==> config.mk <==
export PLATFORM = sky130hd
export DESIGN_NAME = acms_serial_config
export DESIGN_NICKNAME = d
export VERILOG_FILES = /design/src/hw/acms_serial_config.v
export VERILOG_INCLUDE_DIRS = /design/src /design/src/hw
export SDC_FILE = /design/constraint.sdc
export NUM_CORES = 1
export LEC_CHECK = 0
export ABC_AREA = 1
export BUFFER_PORTS_ARGS = -buffer_cell sky130_fd_sc_hd__buf_2
export CORE_ASPECT_RATIO = 1.75
export CORE_UTILIZATION = 40
export DETAILED_ROUTE_END_ITERATION = 8
export PLACE_DENSITY = 0.69
export SLEW_MARGIN = 5
export SYNTH_ARGS = -nofsm -noshare
export SYNTH_HDL_FRONTEND = slang
export SYNTH_SLANG_ARGS = --single-unit
==> constraint.sdc <==
create_clock -name i_clk_sys -period 3.3 [get_ports i_clk_sys]
set_clock_uncertainty 0.1 [all_clocks]
set_input_delay 0.495 -clock i_clk_sys [delete_from_list [all_inputs] [get_ports i_clk_sys]]
set_output_delay 0.495 -clock i_clk_sys [all_outputs]
set_load 0.01 [all_outputs]
==> src/hw/acms_defs.vh <==
`ifndef ACMS_DEFS_VH
`define ACMS_DEFS_VH
// ==========================================================
// Frame layout
`define ACMS_FRAME_BITS      6'd32
`define ACMS_HDR_BITS        6'd12
`define ACMS_HDR_PATTERN     12'h001
`define ACMS_ADDR_W          4
`define ACMS_DATA_W          16
// ==========================================================
// Register addresses
`define ACMS_ADDR_CONFIG     4'h1
`define ACMS_ADDR_I_OFFSET   4'h2
`define ACMS_ADDR_I_FSCALE   4'h3
`define ACMS_ADDR_Q_OFFSET   4'hA
`define ACMS_ADDR_Q_FSCALE   4'hB
`define ACMS_ADDR_DE_ENABLE  4'hD
`define ACMS_ADDR_DE_COARSE  4'hE
`define ACMS_ADDR_DE_FINE    4'hF
// ==========================================================
// Power-on values (16'hB2FF config, offset 0 mV, 700 mV scale)
`define ACMS_RST_CONFIG      16'hB2FF
`define ACMS_RST_OFFSET      16'h007F
`define ACMS_RST_FSCALE      16'h807F
`define ACMS_RST_DE_ENABLE   16'h3FFF
`define ACMS_RST_DE_COARSE   16'h0000
`define ACMS_RST_DE_FINE     16'h0000
// ==========================================================
// Field positions
`define ACMS_CFG_PHASE_BIT   11
`define ACMS_CFG_NDDR_BIT    10
`define ACMS_CFG_SWING_BIT   9
`define ACMS_CFG_EDGE_BIT    8
`define ACMS_DE_ON_BIT       15
`define ACMS_DE_AUTO_BIT     14
`define ACMS_DE_QSEL_BIT     13
`endif

==> src/hw/acms_serial_config.v <==
// Overview of operation
// - Control mode comes from a static mode pin, never toggled in use.
// - Serial port is heard only in register-controlled mode.
// - Data sampled on each serial clock rising edge while select low.
// - Each write is one 32-bit frame, most significant bit first.
// - First 12 bits are the fixed header: eleven zeros then a one.
// - Then 4 address bits and 16 data bits, written to that register.
// - A new frame may start at the 33rd edge without select release.
// - Eight write-only registers, no read-back path.
// - Power-on defaults: DDR, 0 deg, normal swing, short delay, 700 mV.
// - DDR phase fixed 0 deg in pin mode, else config phase bit.
// - Full scale: pin pick in pin mode, per-channel registers else.
// - Offset adjust only in register mode, per channel registers.
// - Dual-edge input is in-phase only in pin mode, selectable else.
// - Dual-edge phase auto in pin mode; bit 14 of enable reg else.
// - Calibration delay from pin in pin mode, short in register mode.
// - Rate and edge from shared pin, or config bits in register mode.
// - Swing from pin in pin mode, config swing bit in register mode.
// - Address shifted MSB first after header; config at address 1.
// - Register contents have no effect while in pin mode.
// - Shared pin floating selects DDR; high/low selects SDR edge.
`timescale 1ns/100ps
`include "acms_defs.vh"

module acms_serial_config (
	input  wire        i_clk_sys,
	input  wire        i_rstn,
	input  wire        i_control_mode_select,
	input  wire        i_serial_clock,
	input  wire        i_serial_select_n,
	input  wire        i_serial_data_in,
	input  wire        i_clk_pin_float,
	input  wire        i_clk_pin_level,
	input  wire        i_swing_pin,
	input  wire        i_cal_delay_pin,
	input  wire        i_fscale_pin,
	input  wire        i_des_pin,
	output reg         o_ddr_enable,
	output reg         o_sdr_rising_edge,
	output reg         o_ddr_phase_90,
	output reg         o_output_swing_high,
	output reg         o_cal_delay_long,
	output reg         o_fscale_pin_high,
	output reg         o_fscale_from_regs,
	output reg  [15:0] o_i_offset,
	output reg  [15:0] o_i_fscale,
	output reg  [15:0] o_q_offset,
	output reg  [15:0] o_q_fscale,
	output reg         o_offset_enable,
	output reg         o_des_enable,
	output reg         o_des_q_select,
	output reg         o_des_auto_phase,
	output reg  [15:0] o_des_coarse,
	output reg  [15:0] o_des_fine,
	output reg         o_write_strobe
);

	// ==========================================================
	// Input synchronisers
	// Every pin is foreign to i_clk_sys; two flops before use.
	reg  [10:0] sync1_reg;
	reg  [10:0] sync2_reg;
	reg         sclk_prev_reg;
	wire [10:0] pins_in;

	assign pins_in = {i_control_mode_select, i_serial_clock,
		i_serial_select_n, i_serial_data_in, i_clk_pin_float,
		i_clk_pin_level, i_swing_pin, i_cal_delay_pin,
		i_fscale_pin, i_des_pin, 1'b0};

	always @(posedge i_clk_sys) begin
		if (!i_rstn) begin
			sync1_reg     <= 11'h7_FF;
			sync2_reg     <= 11'h7_FF;
			sclk_prev_reg <= 1'b1;
		end else begin
			sync1_reg     <= pins_in;
			sync2_reg     <= sync1_reg;
			sclk_prev_reg <= sync2_reg[9];
		end
	end

	wire ext_mode   = sync2_reg[10];  // High: register-controlled
	wire sclk_s     = sync2_reg[9];
	wire sel_n_s    = sync2_reg[8];
	wire serial_data_in_s    = sync2_reg[7];
	wire pin_float  = sync2_reg[6];
	wire pin_level  = sync2_reg[5];
	wire swing_pin  = sync2_reg[4];
	wire cdelay_pin = sync2_reg[3];
	wire fs_pin     = sync2_reg[2];
	wire des_pin    = sync2_reg[1];

	// Sample point; the synchroniser delay is far below the 48 ns period
	wire sclk_rise = sclk_s & ~sclk_prev_reg;

	// ==========================================================
	// Frame shifter
	reg  [31:0] shift_reg;
	reg  [31:0] shift_next;
	reg  [5:0]  count_reg;
	reg  [5:0]  count_next;
	reg         frame_done;
	wire        port_open;

	assign port_open = ext_mode & ~sel_n_s;

	always @* begin
		shift_next = shift_reg;
		count_next = count_reg;
		frame_done = 1'b0;
		if (!port_open) begin
			// Partial frame dropped; next select starts at a header
			count_next = 6'h00;
		end else if (sclk_rise) begin
			shift_next = {shift_reg[30:0], serial_data_in_s};
			if (count_reg == `ACMS_FRAME_BITS - 6'd1) begin
				// Back-to-back frames: edge 33 begins the next
				count_next = 6'h00;
				frame_done = 1'b1;
			end else begin
				count_next = count_reg + 6'd1;
			end
		end
	end

	always @(posedge i_clk_sys) begin
		if (!i_rstn) begin
			shift_reg <= 32'h0000_0000;
			count_reg <= 6'h00;
		end else begin
			shift_reg <= shift_next;
			count_reg <= count_next;
		end
	end

	// Fields of the frame just completed
	wire [11:0] hdr   = shift_next[31:20];
	wire [3:0]  waddr = shift_next[19:16];
	wire [15:0] wdata = shift_next[15:0];
	wire        hdr_ok = (hdr == `ACMS_HDR_PATTERN);

	// ==========================================================
	// Write-only register file, no read path exists
	reg [15:0] config_reg;
	reg [15:0] i_off_reg;
	reg [15:0] i_fs_reg;
	reg [15:0] q_off_reg;
	reg [15:0] q_fs_reg;
	reg [15:0] de_en_reg;
	reg [15:0] de_coarse_reg;
	reg [15:0] de_fine_reg;
	reg        wr_hit;

	// Reserved addresses fall through every branch
	always @* begin
		wr_hit = 1'b0;
		if (waddr == `ACMS_ADDR_CONFIG)
			wr_hit = 1'b1;
		else if (waddr == `ACMS_ADDR_I_OFFSET)
			wr_hit = 1'b1;
		else if (waddr == `ACMS_ADDR_I_FSCALE)
			wr_hit = 1'b1;
		else if (waddr == `ACMS_ADDR_Q_OFFSET)
			wr_hit = 1'b1;
		else if (waddr == `ACMS_ADDR_Q_FSCALE)
			wr_hit = 1'b1;
		else if (waddr >= `ACMS_ADDR_DE_ENABLE)
			wr_hit = 1'b1;
	end

	wire wr_go = frame_done & hdr_ok & wr_hit;

	always @(posedge i_clk_sys) begin
		if (!i_rstn) begin
			config_reg    <= `ACMS_RST_CONFIG;
			i_off_reg     <= `ACMS_RST_OFFSET;
			i_fs_reg      <= `ACMS_RST_FSCALE;
			q_off_reg     <= `ACMS_RST_OFFSET;
			q_fs_reg      <= `ACMS_RST_FSCALE;
			de_en_reg     <= `ACMS_RST_DE_ENABLE;
			de_coarse_reg <= `ACMS_RST_DE_COARSE;
			de_fine_reg   <= `ACMS_RST_DE_FINE;
			o_write_strobe <= 1'b0;
		end else begin
			o_write_strobe <= wr_go;
			if (wr_go) begin
				if (waddr == `ACMS_ADDR_CONFIG)
					config_reg <= wdata;
				else if (waddr == `ACMS_ADDR_I_OFFSET)
					i_off_reg <= wdata;
				else if (waddr == `ACMS_ADDR_I_FSCALE)
					i_fs_reg <= wdata;
				else if (waddr == `ACMS_ADDR_Q_OFFSET)
					q_off_reg <= wdata;
				else if (waddr == `ACMS_ADDR_Q_FSCALE)
					q_fs_reg <= wdata;
				else if (waddr == `ACMS_ADDR_DE_ENABLE)
					de_en_reg <= wdata;
				else if (waddr == `ACMS_ADDR_DE_COARSE)
					de_coarse_reg <= wdata;
				else
					de_fine_reg <= wdata;
			end
		end
	end

	// ==========================================================
	// Feature selection by control mode
	// Mode pin is assumed static; a change takes effect within 3 cycles
	always @(posedge i_clk_sys) begin
		if (!i_rstn) begin
			o_ddr_enable        <= 1'b1;
			o_sdr_rising_edge   <= 1'b0;
			o_ddr_phase_90      <= 1'b0;
			o_output_swing_high <= 1'b1;
			o_cal_delay_long    <= 1'b0;
			o_fscale_pin_high   <= 1'b0;
			o_fscale_from_regs  <= 1'b0;
			o_i_offset          <= 16'h0000;
			o_i_fscale          <= 16'h0000;
			o_q_offset          <= 16'h0000;
			o_q_fscale          <= 16'h0000;
			o_offset_enable     <= 1'b0;
			o_des_enable        <= 1'b0;
			o_des_q_select      <= 1'b0;
			o_des_auto_phase    <= 1'b1;
			o_des_coarse        <= 16'h0000;
			o_des_fine          <= 16'h0000;
		end else if (ext_mode) begin
			o_ddr_enable        <= ~config_reg[`ACMS_CFG_NDDR_BIT];
			o_sdr_rising_edge   <= config_reg[`ACMS_CFG_EDGE_BIT];
			o_ddr_phase_90      <= config_reg[`ACMS_CFG_PHASE_BIT];
			o_output_swing_high <= config_reg[`ACMS_CFG_SWING_BIT];
			o_cal_delay_long    <= 1'b0;
			o_fscale_pin_high   <= 1'b0;
			o_fscale_from_regs  <= 1'b1;
			o_i_offset          <= i_off_reg;
			o_i_fscale          <= i_fs_reg;
			o_q_offset          <= q_off_reg;
			o_q_fscale          <= q_fs_reg;
			o_offset_enable     <= 1'b1;
			o_des_enable        <= de_en_reg[`ACMS_DE_ON_BIT];
			o_des_q_select      <= de_en_reg[`ACMS_DE_QSEL_BIT];
			o_des_auto_phase    <= de_en_reg[`ACMS_DE_AUTO_BIT];
			o_des_coarse        <= de_coarse_reg;
			o_des_fine          <= de_fine_reg;
		end else begin
			// Pin mode: registers ignored entirely
			o_ddr_enable        <= pin_float;
			o_sdr_rising_edge   <= pin_level;
			o_ddr_phase_90      <= 1'b0;
			o_output_swing_high <= swing_pin;
			o_cal_delay_long    <= cdelay_pin;
			o_fscale_pin_high   <= fs_pin;
			o_fscale_from_regs  <= 1'b0;
			o_i_offset          <= 16'h0000;
			o_i_fscale          <= 16'h0000;
			o_q_offset          <= 16'h0000;
			o_q_fscale          <= 16'h0000;
			o_offset_enable     <= 1'b0;
			o_des_enable        <= des_pin;
			o_des_q_select      <= 1'b0;
			o_des_auto_phase    <= 1'b1;
			o_des_coarse        <= 16'h0000;
			o_des_fine          <= 16'h0000;
		end
	end

endmodule

Word-level counts from Yosys, hierarchy flattened:

Cells that the tools add are included.

* register bits after elaboration: 292
* latch bits: 0
* RAM bits: 0
* bits in read-only memories: 0
* word-level logic and storage cells: 86
* memories: 0

* add/sub/neg operators: 1
* $mul: 0
* divide/modulo/power cells: 0
* $lt $le $gt $ge: 1
* equality and inequality tests: 9
* shift-type cells: 0
* multiplexer cells: 18
* bitwise gates (word level): 15
* reductions and logical operators: 11

Operator list (count)
* $mux W32: 2
* $eq A4 B4 Y1 const B: 4
* $reduce_and A8 Y1: 2
* $mux W1: 15
* $eq A12 B1 Y1 const B: 1
* $not A1 Y1: 11
* $eq A4 B2 Y1 const B: 2
* $reduce_and A7 Y1: 1
* $add A6 B1 Y6 const B: 1
* $eq A6 B5 Y1 const B: 1
* $mux W6: 1
* $reduce_and A2 Y1: 3
* $reduce_and A6 Y1: 1
* $reduce_and A5 Y1: 1
* $and A1 B1 Y1: 4
* $eq A4 B1 Y1 const B: 1
* $ge A4 B4 Y1 const B: 1
* $reduce_and A4 Y1: 1
* $reduce_and A3 Y1: 1
* $reduce_or A2 Y1: 1

Depth between registers and ports, before layout:

* word-level depth: 13
* depth in mapped cells: 15

Least setup slack after synthesis:

Ideal clock, no wire load.

* kind: register to register
* start point: register sync2_reg[8]
* end point: register q_fs_reg[3]
* arrival: 1774 ps
* data required time: 3067 ps
* path slack: 1293 ps
* cell stages (with the launch flop): 13
* path through: dfxtp_1 > inv_2 > nand2_4 > nor2_8 > buf_6 > nand2_1 > nand2_2 > nand4_1 > nor2_8 > nand3_2 > buf_2 > a21oi_1 > o21ai_1

* word-level cells in the longest chain between the ends: 12
* elaborated cells between the ends (all ways): 24
* those cells by class: 1 x order compare; 6 x eq/ne; 8 x mux; 8 x bitwise; 1 x reduce/logical

RTL lines
* start: declaration: RTL line acms_serial_config.v:62 `reg [10:0] sync2_reg;`
* start signal: assignment: RTL line acms_serial_config.v:78 `sync2_reg <= sync1_reg;`
* $not A1 Y1 (*): RTL line acms_serial_config.v:106 `assign port_open = ext_mode & ~sel_n_s;`
* $and A1 B1 Y1 (*): RTL line acms_serial_config.v:106
* $mux W32: RTL line acms_serial_config.v:112 `if (!port_open) begin`
* $ge A4 B4 Y1 (no source line)
* $mux W1: RTL line acms_serial_config.v:168 `` else if (waddr >= `ACMS_ADDR_DE_ENABLE) ``
* $mux W1: RTL line acms_serial_config.v:166 `` else if (waddr == `ACMS_ADDR_Q_FSCALE) ``
* $mux W1: RTL line acms_serial_config.v:164 `` else if (waddr == `ACMS_ADDR_Q_OFFSET) ``
* $mux W1: RTL line acms_serial_config.v:162 `` else if (waddr == `ACMS_ADDR_I_FSCALE) ``
* $mux W1: RTL line acms_serial_config.v:160 `` else if (waddr == `ACMS_ADDR_I_OFFSET) ``
* $mux W1: RTL line acms_serial_config.v:158 `` if (waddr == `ACMS_ADDR_CONFIG) ``
* $and A1 B1 Y1: RTL line acms_serial_config.v:172 `wire wr_go = frame_done & hdr_ok & wr_hit;`
* $reduce_and A6 Y1 (no source line)
* end signal: assignment: RTL line acms_serial_config.v:180 `` q_fs_reg <= `ACMS_RST_FSCALE; ``
* end signal: assignment: RTL line acms_serial_config.v:197 `q_fs_reg <= wdata;`
* end: declaration: RTL line acms_serial_config.v:149 `reg [15:0] q_fs_reg;`

Every way passes the cells marked *; elsewhere a longest branch is shown, timed or not.
A chain may end at the register's enable or synchronous reset.

Final worst setup path:

* start point: register sync2_reg[10]
* end point: register i_off_reg[11]

* word-level cells in the longest chain between the ends: 11
* elaborated cells between the ends (all ways): 20
* those cells by class: 1 x order compare; 6 x eq/ne; 8 x mux; 4 x bitwise; 1 x reduce/logical

RTL lines
* $and A1 B1 Y1 (*): RTL line acms_serial_config.v:106
* $mux W32: RTL line acms_serial_config.v:112
* $ge A4 B4 Y1 (no source line)
* $mux W1: RTL line acms_serial_config.v:168
* $mux W1: RTL line acms_serial_config.v:166
* $mux W1: RTL line acms_serial_config.v:164
* $mux W1: RTL line acms_serial_config.v:162
* $mux W1: RTL line acms_serial_config.v:160
* $mux W1: RTL line acms_serial_config.v:158
* $and A1 B1 Y1: RTL line acms_serial_config.v:172
* $reduce_and A3 Y1 (no source line)
* end signal: assignment: RTL line acms_serial_config.v:177 `` i_off_reg <= `ACMS_RST_OFFSET; ``
* end signal: assignment: RTL line acms_serial_config.v:191 `i_off_reg <= wdata;`
* end: declaration: RTL line acms_serial_config.v:146 `reg [15:0] i_off_reg;`

Marks and branches as above.

==> run_results.csv <==
group,metric,value,unit
yosys,ys.flop_type,"dfxtp_1",
final_layout,ff_latch_area,5370,um^2
final_layout,fin_nets,1302,
placed_design,portBuffers,119,
final_layout,num_antenna_cells,0,
sta,hold_viol_final,0,
die,io_pins,120,
critical_path,start_kind,"flop",
final_layout,nFillCells,2319,
clock_tree,postCtsHoldBufs,0,
clock_tree,clock_latency,0.54,ns
clock_tree,clk_root_buffer_cell,"clkbuf_16",
sta,rsz0062_at_grt,"false",
yosys,synth_cell_types,36,
yosys,ys_top_cells_by_area,"dfxtp_1 (56%), nor2_1 (9.0%), nand2_1 (7.6%), inv_1 (7.5%), nand4_1 (3.4%)",
sta,setup_tns,0,ns
routing,vias,7316,
global_route,antenna_found_initial,0,
die,core_region_area,23300,um^2
yosys,synth-edff-count,0,
yosys,netlist_area,9500,um^2
yosys,synthCells,1178,
sta,hold_ws,0.0322,ns
global_route,grt_overflow_total,0,
clock_tree,cts-resized-gates,0,
die,start_util,40.7,%
yosys,ys_warn_count,0,
clock_tree,clk_path_buf_depth,3,
clock_tree,postCtsSetupBuffers,0,
final_layout,layout_commonest_cell,"dfxtp_1",
routing,wl_per_cell,12.9,um
critical_path,crit_fanout,31,
sta,max_slew.worst_pin.slew,0.915,ns
final_layout,area_growth,17.2,%
flow_run,maxCapViolations,0,
clock_tree,cts_tree,"built",
final_layout,layout_common_cells,"dfxtp_1 (268), nor2_1 (227), nand2_1 (191)",
yosys,yosys_register_bits,268,
placed_design,place_congestion,0.842,
yosys,avgSynthCellArea,8.06,um^2
critical_path,criticalPathCategory,"flop to flop",
clock_tree,clk_pin_slew,0.07,ns
routing,drt_iter0_markers,410,
yosys,synth_compound_area_share,5.31,%
final_layout,drive_gt1_share,18.9,%
sta,fmax,363,MHz
sta,slew-limit-headroom,39.0,%
clock_tree,cts_made_buffers,23,
die,fp.dieW,118,um
critical_path,crit_arrival,3.09,ns
clock_tree,cts_sinks,268,
yosys,synth_adder_area_share,0.132,%
routing,via_per_inst,4.56,
critical_path,critPathRequiredTime,3.64,ns
die,die_area,24400,um^2
die,die_h,206,um
routing,firstDrtPassIters,5,
sta,setup_violations,0,
pwr,p_leak,5.65,nW
yosys,synth-simple-area-share,27.2,%
yosys,synth_top_family_by_area,"simple AND/OR/NAND/NOR gates",
clock_tree,htreeDepth,1,
routing,routed_wirelength,20700,um
final_layout,largest_register_ffs,31,
global_route,grt_max_degree,97,
global_route,grt.total_usage,17.1,%
min_path,hold_class,"primary input to flop",
pwr,ir_worst_vdd,0.310,mV
routing,drtAntennaViolNets,0,
yosys,synthMuxAreaShare,0,%
yosys,synthArstFlopShare,0,%
yosys,synth-xor-area-share,0.0922,%
critical_path,endpoint_kind,"flop",
yosys,syn_nets,1191,
sta,post-route-min-period,2.75,ns
sta,finalCritPeriodShare,83.4,%
yosys,yosysTopAreaCellShare,56.5,%
routing,drcViolationCount,0,
die,row_count,74,
final_layout,multi_input_area,3120,um^2
global_route,grt_pass1_wl,33200,um
placed_design,post-dp-hpwl,14600,um
global_route,first_global_vias,6817,
pwr,pwr_density_cell,559,nW/um^2
yosys,yosysTopAreaCell,"dfxtp_1",
sta,maxSlewViolCount,0,
yosys,yosysSeqAreaShare,56.5,%
run_status,run_status,"finished clean",
## logic make-up after synthesis
logic type | after synthesis
and+or+nand+nor | 561
DFF | 268
buffers and inverters | 253
AOI/OAI and AO/OA | 94
xor gates and xnor gates | 1
adders and majority gates | 1
## final timing paths
| check | startpoint | endpoint | slack, ns | cells past startpoint |
|---|---|---|---|---|
| worst max register to register | sync2_reg[10]$_SDFF_PN1_ | i_off_reg[11]$_SDFFE_PN0P_ | 0.55 | 11 |
| worst min register to register | sync2_reg[3]$_SDFF_PN1_ | o_cal_delay_long$_SDFF_PP0_ | 0.31 | 2 |
| worst min-delay path | i_serial_data_in | sync1_reg[7]$_SDFF_PN1_ | 0.03 | 2 |
| worst max-delay path | sync2_reg[10]$_SDFF_PN1_ | i_off_reg[11]$_SDFFE_PN0P_ | 0.55 | 11 |
## stage by stage
stage | power [mW] | cells | setup slack, ns | cell area [um^2] | util (%)
floorplan | 3.48 | 1178 | 1.29 | 9500 | -
global placement | 3.55 | 1568 | 0.641 | 10400 | 44.5
detailed placement | 3.55 | 1568 | 0.572 | 10400 | 44.5
CTS | 6.29 | 1605 | 0.557 | 11100 | 47.7
global route | 6.44 | 1605 | 0.260 | 11100 | 47.7
finish | 6.22 | 1605 | 0.547 | 11100 | 47.7
## critical path: stages (launching register included)
cell and delay (ns):
dfxtp_1 0.47, nand2_4 0.10, nor2_8 0.30, nand2_1 0.11
nand2_2 0.14, nand2_2 0.10, inv_4 0.19, nand2_2 0.10
nand3_4 0.15, nand3_2 0.48, o21ai_0 0.33, nor2_1 0.06
## synthesized netlist by cell type, types with 2 or more instances
library cell  number
nand2_2            8
buf_1              4
nand4_4            2
nor2_8             4
nand4_1           51
or2_2             34
o211ai_1           9
nor3_1             3
o21ai_0           36
buf_2             13
inv_2              4
o21ai_1           20
dfxtp_1          268
nor2_4             3
nand3_2            3
nand2_1          192
nand3_1           24
buf_6              6
clkbuf_1          31
clkinv_1           2
inv_1            190
nor2_2             2
a21oi_1           26
buf_4              2
nand2_4            2
nand3_4            2
nor2_1           227
o21ai_2            2
## final cells by class
type / instances / area share (%)
clock buffer: 27 / 5.48
sequential: 268 / 48.2
tap: 304 / 3.42
timing repair buffer: 142 / 6.90
multi-input combinational: 657 / 28.0
inverter: 197 / 6.66
clock inverter: 10 / 1.35
## report_power, final
| group | switching [mW] | internal (mW) | total (mW) |
|---|---|---|---|
| registers | 0.0128 | 3.28 | 3.29 |
| clock network | 1.18 | 1.57 | 2.75 |
| logic | 0.127 | 0.0610 | 0.188 |
| total | 1.32 | 4.90 | 6.22 |
## layer usage
layer  wire length, um  vias to the layer above  global-route usage, %
met3               827                       51                   1.88
met1              7950                     3309                   18.3
met5                 0                        -                      0
li1                  -                     3787                      -
met2             11000                      169                   32.8
met4               920                        0                   9.09
Power figures use the tool's default switching activity.
